**config.mk**
```make
export PLATFORM = sky130hd
export DESIGN_NAME = ov_fault_response
export DESIGN_NICKNAME = d
export VERILOG_FILES = /design/src/ov_fault_pkg.sv /design/src/ov_fault_response.sv
export SDC_FILE = /design/constraint.sdc
export NUM_CORES = 1
export LEC_CHECK = 0
export BUFFER_PORTS_ARGS = -buffer_cell sky130_fd_sc_hd__buf_2
export CAP_MARGIN = 25
export CELL_PAD_IN_SITES_DETAIL_PLACEMENT = 1
export CELL_PAD_IN_SITES_GLOBAL_PLACEMENT = 1
export CORE_ASPECT_RATIO = 0.5
export CORE_MARGIN = 2
export CORE_UTILIZATION = 42
export DETAILED_ROUTE_END_ITERATION = 10
export PLACE_DENSITY_LB_ADDON = 0.1
export SLEW_MARGIN = 10
export SYNTH_ARGS = -nofsm -noshare
export SYNTH_HDL_FRONTEND = slang
export SYNTH_SLANG_ARGS = --single-unit
```
**constraint.sdc**
```tcl
create_clock -name clk_sys -period 8.4 [get_ports clk_sys]
set_clock_uncertainty 0.15 [all_clocks]
set_input_delay 1.26 -clock clk_sys [delete_from_list [all_inputs] [get_ports clk_sys]]
set_output_delay 1.26 -clock clk_sys [all_outputs]
set_load 0.05 [all_outputs]
```
**src/ov_fault_pkg.sv**
```systemverilog
// Constants and types shared by the output over-voltage fault response block
package ov_fault_pkg;

	// ****************************************
	// Command codes of the register map
	// ****************************************
	localparam logic [7:0] CMD_CURRENT_READING_OFFSET = 8'h39;
	localparam logic [7:0] CMD_OV_FAULT_THRESHOLD     = 8'h40;
	localparam logic [7:0] CMD_OV_RESPONSE_POLICY     = 8'h41;

	// ****************************************
	// Reset values
	// ****************************************
	localparam logic [15:0] OFFSET_RESET    = 16'h0000;
	localparam logic [15:0] THRESHOLD_RESET = 16'hFFFF;
	localparam logic [7:0]  POLICY_RESET    = 8'h80;

	// ****************************************
	// Field layout of the response policy byte
	// ****************************************
	localparam int RESP_HI  = 7;
	localparam int RESP_LO  = 6;
	localparam int RETRY_HI = 5;
	localparam int RETRY_LO = 3;
	localparam int DELAY_HI = 2;
	localparam int DELAY_LO = 0;

	// Linear format: low 11 bits hold the mantissa
	localparam int MANT_HI = 10;

	localparam logic [1:0] RESP_IGNORE   = 2'h0;
	localparam logic [1:0] RESP_DELAYED  = 2'h1;
	localparam logic [1:0] RESP_SHUTDOWN = 2'h2;
	localparam logic [1:0] RESP_RESUME   = 2'h3;

	localparam logic [2:0] RETRY_NONE       = 3'h0;
	localparam logic [2:0] RETRY_CONTINUOUS = 3'h7;

	// ****************************************
	// Timing
	// ****************************************
	localparam int CLK_MHZ       = 25;
	localparam int DELAY_UNIT_US = 1000;
	localparam int DELAY_UNIT_CYCLES = DELAY_UNIT_US * CLK_MHZ;

	typedef enum logic [2:0] {
		ST_RUN,
		ST_HOLD,
		ST_OFF,
		ST_LATCH,
		ST_RESUME
	} fault_state_t;

endpackage

```
**src/ov_fault_response.sv**
```systemverilog
// Output over-voltage fault detection, response policy and register access
module ov_fault_response
	import ov_fault_pkg::*;
#(
	parameter int UNIT_CYCLES = DELAY_UNIT_CYCLES
) (
	input  wire logic        clk_sys,
	input  wire logic        reset_n,
	input  wire logic [7:0]  cmd_code,
	input  wire logic        cmd_write,
	input  wire logic [15:0] cmd_wdata,
	output logic      [15:0] cmd_rdata,
	input  wire logic [15:0] vout_meas,
	input  wire logic [15:0] iout_raw,
	input  wire logic        on_cmd,
	input  wire logic        clear_fault,
	output logic      [15:0] iout_reported,
	output logic             output_enable,
	output logic             ov_fault,
	output logic             latched_off
);

	// ****************************************
	// Registers
	// ****************************************
	logic [15:0]  offset_reg;
	logic [15:0]  threshold_reg;
	logic [7:0]   policy_reg;
	fault_state_t state_reg;
	fault_state_t state_next;
	logic [31:0]  cnt_reg;
	logic [2:0]   attempts_reg;
	logic [15:0]  rdata_reg;
	logic [15:0]  iout_reg;
	logic         out_en_reg;
	logic         fault_reg;
	logic         latched_reg;

	logic [1:0]   resp;
	logic [2:0]   retry;
	logic [2:0]   delay_sel;
	logic [31:0]  delay_total;
	logic         fault_now;
	logic         expired;
	fault_state_t retry_target;

	assign resp      = policy_reg[RESP_HI:RESP_LO];
	assign retry     = policy_reg[RETRY_HI:RETRY_LO];
	assign delay_sel = policy_reg[DELAY_HI:DELAY_LO];
	assign fault_now = vout_meas > threshold_reg;
	assign expired   = cnt_reg == 32'h0000_0000;

	// Power of two units; UNIT_CYCLES stands in for the separate time-unit register
	assign delay_total = 32'(UNIT_CYCLES) << delay_sel;

	// Continuous retry never counts attempts, so the limit test is skipped
	always_comb begin
		if (retry == RETRY_NONE) begin
			retry_target = ST_LATCH;
		end else if (retry == RETRY_CONTINUOUS || attempts_reg < retry) begin
			retry_target = ST_OFF;
		end else begin
			retry_target = ST_LATCH;
		end
	end

	// ****************************************
	// Register access
	// ****************************************
	always_ff @(posedge clk_sys) begin
		if (!reset_n) begin
			offset_reg    <= OFFSET_RESET;
			threshold_reg <= THRESHOLD_RESET;
			policy_reg    <= POLICY_RESET;
		end else if (cmd_write) begin
			if (cmd_code == CMD_CURRENT_READING_OFFSET) begin
				offset_reg <= cmd_wdata;
			end
			if (cmd_code == CMD_OV_FAULT_THRESHOLD) begin
				threshold_reg <= cmd_wdata;
			end
			if (cmd_code == CMD_OV_RESPONSE_POLICY) begin
				policy_reg <= cmd_wdata[7:0];
			end
		end
	end

	always_ff @(posedge clk_sys) begin
		if (!reset_n) begin
			rdata_reg <= 16'h0000;
		end else begin
			unique case (cmd_code)
				CMD_CURRENT_READING_OFFSET: rdata_reg <= offset_reg;
				CMD_OV_FAULT_THRESHOLD:     rdata_reg <= threshold_reg;
				CMD_OV_RESPONSE_POLICY:     rdata_reg <= {8'h00, policy_reg};
				default:                    rdata_reg <= 16'h0000;
			endcase
		end
	end

	// ****************************************
	// Current reading offset
	// ****************************************
	// Mantissas add at the reading's exponent; offset exponent must match the reading's
	always_ff @(posedge clk_sys) begin
		if (!reset_n) begin
			iout_reg <= 16'h0000;
		end else begin
			iout_reg <= {iout_raw[15:MANT_HI+1], iout_raw[MANT_HI:0] + offset_reg[MANT_HI:0]};
		end
	end

	// ****************************************
	// Fault response sequencer
	// ****************************************
	always_comb begin
		state_next = state_reg;
		unique case (state_reg)
			ST_RUN: begin
				if (fault_now) begin
					unique case (resp)
						RESP_IGNORE:   state_next = ST_RUN;
						RESP_DELAYED:  state_next = ST_HOLD;
						RESP_SHUTDOWN: state_next = retry_target;
						RESP_RESUME:   state_next = ST_RESUME;
					endcase
				end
			end
			ST_HOLD: begin
				if (expired) begin
					state_next = fault_now ? retry_target : ST_RUN;
				end
			end
			ST_OFF: begin
				if (expired) begin
					state_next = ST_RUN;
				end
			end
			ST_LATCH: begin
				if (clear_fault) begin
					state_next = ST_RUN;
				end
			end
			ST_RESUME: begin
				if (!fault_now) begin
					state_next = ST_RUN;
				end
			end
		endcase
		// Commanded off ends any sequence, including continuous retry
		if (!on_cmd) begin
			state_next = ST_RUN;
		end
	end

	always_ff @(posedge clk_sys) begin
		if (!reset_n) begin
			state_reg <= ST_RUN;
		end else begin
			state_reg <= state_next;
		end
	end

	// Delay counter loads on entry to a timed state
	always_ff @(posedge clk_sys) begin
		if (!reset_n) begin
			cnt_reg <= 32'h0000_0000;
		end else if (state_next != state_reg &&
				(state_next == ST_HOLD || state_next == ST_OFF)) begin
			cnt_reg <= delay_total - 32'h0000_0001;
		end else if (!expired) begin
			cnt_reg <= cnt_reg - 32'h0000_0001;
		end
	end

	always_ff @(posedge clk_sys) begin
		if (!reset_n) begin
			attempts_reg <= 3'h0;
		end else if (!on_cmd || clear_fault) begin
			attempts_reg <= 3'h0;
		end else if (state_reg == ST_OFF && expired && retry != RETRY_CONTINUOUS) begin
			attempts_reg <= attempts_reg + 3'h1;
		end
	end

	// ****************************************
	// Outputs
	// ****************************************
	always_ff @(posedge clk_sys) begin
		if (!reset_n) begin
			out_en_reg  <= 1'b0;
			fault_reg   <= 1'b0;
			latched_reg <= 1'b0;
		end else begin
			out_en_reg  <= on_cmd && (state_next == ST_RUN || state_next == ST_HOLD);
			fault_reg   <= fault_now;
			latched_reg <= state_next == ST_LATCH;
		end
	end

	assign cmd_rdata     = rdata_reg;
	assign iout_reported = iout_reg;
	assign output_enable = out_en_reg;
	assign ov_fault      = fault_reg;
	assign latched_off   = latched_reg;
endmodule

```
==> impl_metrics.yaml, run 1 <==
die:
  ioPinCount: 96
  rows: 30
  die_area_sq_um: 14700
  die_y_microns: 86.8
  core_sq_um: 13500
  start_util_pct: 42.7
  die_w_microns: 170
finish:
  diodes: 0
  largest_register_ffs: 32
  layout-drive-gt1-share_pct: 20.5
  fin_nets: 866
  area_growth_pct: 21.6
timing:
  layout_min_cycle_time_ns: 6.88
  hold_viol_final: 0
  whs_ns: 0.305
  slew_headroom_pct: 39.3
  setup_viol: 0
  slew_violations: 0
  timing.fmax_ghz: 0.145
  tns_ns: 0
  rsz0062_at_grt: "no"
  worst_pin_slew_ns: 0.909
  finalCritPeriodShare_pct: 82.0
drt:
  drt_wl_total_microns: 16000
  wirelength_met1_microns: 7650
  ant_nets: 0
  wl_met2_microns: 7590
  highest_layer: "met4"
  drc: 0
  wl_per_cell_microns: 16.7
  vias: 5102
  drt-initial-drc-count: 230
  wl_met3_microns: 701
  vias_per_cell: 5.34
  dr.pass1.iters: 5
logic_synthesis:
  synth_edf_count: 0
  syn_area_sq_um: 5760
  synth_cells: 675
  seq_area_frac_synth_pct: 39.3
  synth.net_count: 774
  ys_async_sr_fraction_pct: 0
  yosysUniqueCellTypes: 67
  syn_area_per_cell_sq_um: 8.53
  ys.warnings.count: 0
  ys.flop_type: "dfxtp_1"
  synth_seq_cells: 113
global_routing:
  grt_pass1_vias: 5389
  grt_antenna_before_repair: 1
  grt_start_max_net_pins: 45
  grt_pass1_wl_microns: 26500
  track_usage_pct: 22.9
  grt.overflow.total: 0
placed_design:
  dp_hpwl_microns: 11400
  portBuffers: 95
  routabilityCongestion: 0.829
worst_setup_path:
  path_cells: "buf_2 > ha_1 > a21oi_1 > o21ai_0 > a2111oi_1 > a31oi_4 > nor4b_1 > o31a_1 > nor4_4 > nor2_4 > nand2_1 > ha_1 > nor3b_1 > nand3b_1 > or3_1 > nor3_1 > nand3b_1 > nor3_1 > nand2_1 > nor4_1 > xnor2_1 > nor2_1"
  crit_family: "simple AND/OR/NAND/NOR gates"
  r2r_end: "cnt_reg[30]"
  worst-setup-path-type: "in2reg"
  cp.arrival_ns: 7.02
  cp-end-kind: "register"
  cp-start-kind: "input pin"
  crit_fanout: 37
  ff2ff_setup_slack_ns: 2.09
  cp.required_ns: 8.53
  crit_path_max_incr_delay_ns: 0.60
  r2r_cells: 22
  reg2reg_from: "threshold_reg[15]"
  cp.buffers_inverters: 1
  critPathSlowestCell: "a2111oi_1"
flow_run:
  cap_violations: 0
clock_tree:
  cts_tree: "done"
  hold_buffers: 0
  path_clk_slew_ns: 0.06
  max-clock-path-buffers: 2
  cts_inserted_buffers: 17
  clk_latency_ns: 0.41
  post-cts-setup-buffers: 0
  cts_sinks: 113
  cts_resized: 0
  cts-root-buf: "clkbuf_16"
  htreeDepth: 4
power:
  p_total_mw: 1.84
  power_density_nw_per_um2: 263
  p_leak_nw: 2.90
  ir_drop_v: 0.000135
worst_hold_path:
  hold_path_end: "offset_reg[13]"
  hold_path.class: "reg2reg"
  min_from: "offset_reg[13]"
  min_delay_path_depth: 2
run_status:
  status: "finished clean"
-- worst max-delay path by stage --
stage             startpoint          end  slack, ns  depth (start not counted)
3_3_place_gp   vout_meas[15]  cnt_reg[30]       1.44                         22
4_1_cts         vout_meas[7]  cnt_reg[30]       1.56                         22
3_5_place_dp   vout_meas[15]  cnt_reg[30]       1.17                         22
6_report        vout_meas[7]  cnt_reg[30]       1.52                         22
5_1_grt         vout_meas[7]  cnt_reg[30]       0.99                         22
2_1_floorplan  vout_meas[15]  cnt_reg[30]       2.01                         22
-- synth_stat cells (9+ instances only) --
master | number | area, sq um
dfxtp_1 | 113 | 2260
nand2_1 | 90 | 338
nor2_1 | 74 | 278
a21oi_1 | 47 | 235
ha_1 | 37 | 463
inv_1 | 37 | 139
clkbuf_1 | 22 | 82.6
xnor2_1 | 22 | 193
nor3_1 | 21 | 105
o211ai_1 | 19 | 143
o21ai_0 | 19 | 95.1
a211oi_1 | 13 | 97.6
nand3_1 | 10 | 50.1
xor2_1 | 10 | 87.6
a22oi_1 | 9 | 67.6
and2_1 | 9 | 56.3
-- cells in the final DEF (no fill, tap or decap), drive strengths merged, types with 5 or more instances in the layout --
cell    count
a21oi      49
dfxtp     113
clkinv     10
nor2b       7
xnor2      22
nand4       6
nor3       21
inv        37
ha         37
a222oi      8
clkbuf     19
nor2       78
or3         7
mux2i       5
nand2      90
and2       10
o211ai     19
o21ai      20
nor4       10
nand3      10
or4         7
xor2       10
a22oi       9
buf       101
a211oi     21
-- power breakdown --
| group | internal [mW] | switching (mW) | leakage [nW] |
|---|---|---|---|
| clock network | 0.505 | 0.267 | 0.307 |
| registers | 0.596 | 0.0572 | 0.919 |
| logic | 0.185 | 0.234 | 1.67 |
| total | 1.29 | 0.558 | 2.90 |
-- per-layer routing --
metal  track usage [%]  vias up
met4              4.74        0
met2              40.0       78
met5                 0        -
met3              6.07        7
met1              28.7     2434
li1                  -     2583
-- layout make-up --
| class | instances | area, sq um |
|---|---|---|
| fill | 1645 | 6470 |
| multi-input combinational | 495 | 3230 |
| sequential | 113 | 2260 |
| timing repair buffer | 101 | 518 |
| clock buffer | 19 | 443 |
| tap | 176 | 220 |
| clock inverter | 13 | 186 |
| inverter | 39 | 146 |
-- worst min-delay path, delay by kind of cell, from the launching register on --
| family | cells | cell delay [ns] |
|---|---|---|
| flip-flops | 1 | 0.31 |
| AO/OA/AOI/OAI | 1 | 0.05 |
| AND/OR/NAND/NOR | 1 | 0.05 |
-- cells by family (layout without fill, tap and decap cells) --
family          count (synthesis)  in the layout  synth area share, %
mux                             6              6                 1.13
xor+xnor                       32             32                 4.87
buf+inv                        67            172                 4.89
fa+ha+maj                      38             38                 8.38
compound gates                149            149                 18.3
simple gates                  270            270                 23.2
flops                         113            113                 39.3
-- stage by stage --
stage / cells / area, sq um / worst slack (ns) / util [%]
6_report: 956 / 7000 / 1.52 / 52.0
5_1_grt: 956 / 7000 / 0.995 / 52.0
4_1_cts: 956 / 7000 / 1.56 / 52.0
3_5_place_dp: 924 / 6370 / 1.17 / 47.3
3_3_place_gp: 923 / 6370 / 1.44 / 47.3
2_1_floorplan: 675 / 5760 / 2.01 / -
(Power assumes the default switching activity.)
==> run 2: changes to the inputs <==
Clock period 8.4 ns to 6.6 ns, I/O delays scaled along.
==> run 2 against run 1 <==
Net effect:
- core utilization is 0.12 points lower
- clock power is 19% higher
- wire length grew 1.5%
- count of clock-buffer cells in the layout grew 1
- final cell count grew 0.31%
- register-to-register slack worse by 1.2 ns
- first-iteration DRC count down 7.0%
- final area shrank 0.23%
- via count up 1.8%
- hold slack improved by 0.0017 ns
==> impl_metrics.yaml, run 2 (synthesized netlist as in run 1, its figures left out) <==
global_routing:
  grt_antenna_before_repair: 0
  grt.busiest_layer: "met2"
  grt_pass1_wl_microns: 27400
  grt_start_max_net_pins: 45
  track_usage_pct: 23.5
  grtUsageMet1_pct: 28.9
  grt.overflow.total: 0
  met3_usage_pct: 5.43
  globalRouteMet2Util_pct: 42.1
  grt_pass1_vias: 5580
placed_design:
  routabilityCongestion: 0.827
  dp_hpwl_microns: 11600
  pre_cts_slack_ns: 0.243
  place_inst: 927
  placed_cell_area_sq_um: 6400
  portBuffers: 95
drt:
  wl_per_cell_microns: 16.9
  drt_wl_total_microns: 16200
  drc: 0
  ant_nets: 0
  vias: 5193
  dr.pass1.iters: 6
  drt-initial-drc-count: 214
  vias_per_cell: 5.42
finish:
  mostFrequentLayoutCell: "dfxtp_1"
  final_cell_mix: "dfxtp_1 (113), buf_2 (96), nand2_1 (90), nor2_1 (74), a21oi_1 (47)"
  diodes: 0
  layout-drive-gt1-share_pct: 20.8
  final_area_sq_um: 6990
  fin_cells: 959
  area_growth_pct: 21.3
  fin_nets: 869
  largest_register_ffs: 32
die:
  core_sq_um: 13500
  ioPinCount: 96
  die_w_microns: 170
  die_y_microns: 86.8
  rows: 30
  die_area_sq_um: 14700
  start_util_pct: 42.7
timing:
  setup_viol: 0
  layout_min_cycle_time_ns: 5.96
  timing.fmax_ghz: 0.168
  fin_ws_ns: 0.638
  slew_headroom_pct: 50.7
  slew_violations: 0
  rsz0062_at_grt: "no"
  tns_ns: 0
  worst_pin_slew_ns: 0.737
  finalCritPeriodShare_pct: 90.3
  hold_viol_final: 0
worst_setup_path:
  crit_fanout: 7
  reg2reg_from: "threshold_reg[14]"
  worst-path-stages: 22
  r2r_end: "cnt_reg[30]"
  worst-setup-path-type: "in2reg"
  worstSetupEndpoint: "cnt_reg[30]"
  cp.required_ns: 6.74
  crit_family: "simple AND/OR/NAND/NOR gates"
  ff2ff_setup_slack_ns: 0.94
  critPathSlowestCell: "a2111oi_1"
  cp.arrival_ns: 6.10
  cp-end-kind: "register"
  path_cells: "buf_2 > ha_1 > a21oi_1 > o21ai_0 > a2111oi_1 > a31oi_4 > nor4b_1 > o31a_1 > nor4_4 > nor2_4 > nand2_1 > ha_1 > nor3b_1 > nand3b_1 > or3_1 > nor3_1 > nand3b_1 > nor3_1 > nand2_1 > nor4_1 > xnor2_1 > nor2_1"
  crit_start: "vout_meas[7]"
  cp.buffers_inverters: 1
  r2r_cells: 22
  cp-start-kind: "input pin"
  crit_path_max_incr_delay_ns: 0.59
clock_tree:
  cts_sinks: 113
  cts_tree: "done"
  hold_buffers: 0
  clk_latency_ns: 0.41
  cts_resized: 0
  cts-root-buf: "clkbuf_16"
  post-cts-setup-buffers: 0
  max-clock-path-buffers: 2
  htreeDepth: 4
  cts_inserted_buffers: 17
  path_clk_slew_ns: 0.06
power:
  p_leak_nw: 2.88
  power_density_nw_per_um2: 328
  ir_drop_v: 0.000188
  p_total_mw: 2.29
worst_hold_path:
  min_delay_path_depth: 2
  hold_path.class: "reg2reg"
run_status:
  status: "finished clean"
flow_run:
  cap_violations: 0
run 2: cell types whose count changed in the layout (fill, tap and decap cells not counted), sizes merged:
| cell | before | now |
|---|---|---|
| clkinv | 10 | 6 |
| clkbuf | 19 | 20 |
| clkinvlp | 1 | 5 |
| bufinv | 4 | 2 |
| buf | 101 | 104 |
| inv | 37 | 38 |
run 2: cell type report:
cell class	count	area (sq um)
clock buffer	20	457
clock inverter	12	134
fill	1636	6490
inverter	39	146
multi-input combinational	495	3230
sequential	113	2260
tap	176	220
timing repair buffer	104	541
run 2: worst register-to-register path: stages, from the launching register on:
cell	delay (ns)
dfxtp_1	0.33
inv_1	0.08
ha_1	0.30
nand4_1	0.16
nor3_1	0.10
a2111oi_1	0.62
a31oi_4	0.23
nor4b_1	0.21
o31a_1	0.39
nor4_4	0.44
nor2_4	0.10
nand2_1	0.10
ha_1	0.25
nor3b_1	0.27
nand3b_1	0.17
or3_1	0.37
nor3_1	0.25
nand3b_1	0.17
nor3_1	0.24
nand2_1	0.13
nor4_1	0.25
xnor2_1	0.16
nor2_1	0.06
run 2: worst min path at each step:
stage	slack, ns	from	endpoint
final	0.31	offset_reg[15]	offset_reg[15]
after floorplan	0.29	cnt_reg[26]	cnt_reg[26]
after global routing	0.34	offset_reg[13]	offset_reg[13]
after global placement	0.29	offset_reg[15]	offset_reg[15]
after detailed placement	0.30	offset_reg[14]	offset_reg[14]
after CTS	0.31	offset_reg[14]	offset_reg[14]
run 2: per-layer routing:
metal | wire [microns] | share of wire [%] | up-vias
met5 | 0 | 0 | -
met2 | 8040 | 50 | 76
met1 | 7450 | 46 | 2522
li1 | - | - | 2583
met4 | 116 | 0.71 | 0
met3 | 641 | 3.9 | 12
run 2: power breakdown:
part	switching, mW	internal, mW	leakage, nW	total (mW)
combinational	0.298	0.245	1.68	0.543
sequential	0.0735	0.758	0.919	0.832
clock	0.342	0.576	0.275	0.918
total	0.713	1.58	2.88	2.29
run 2: per-stage QoR:
step,utilization (%),hold WS [ns]
CTS,51.9,0.308
finish,51.9,0.307
global placement,47.4,0.293
global route,51.9,0.341
floorplan,-,0.286
detailed placement,47.5,0.299
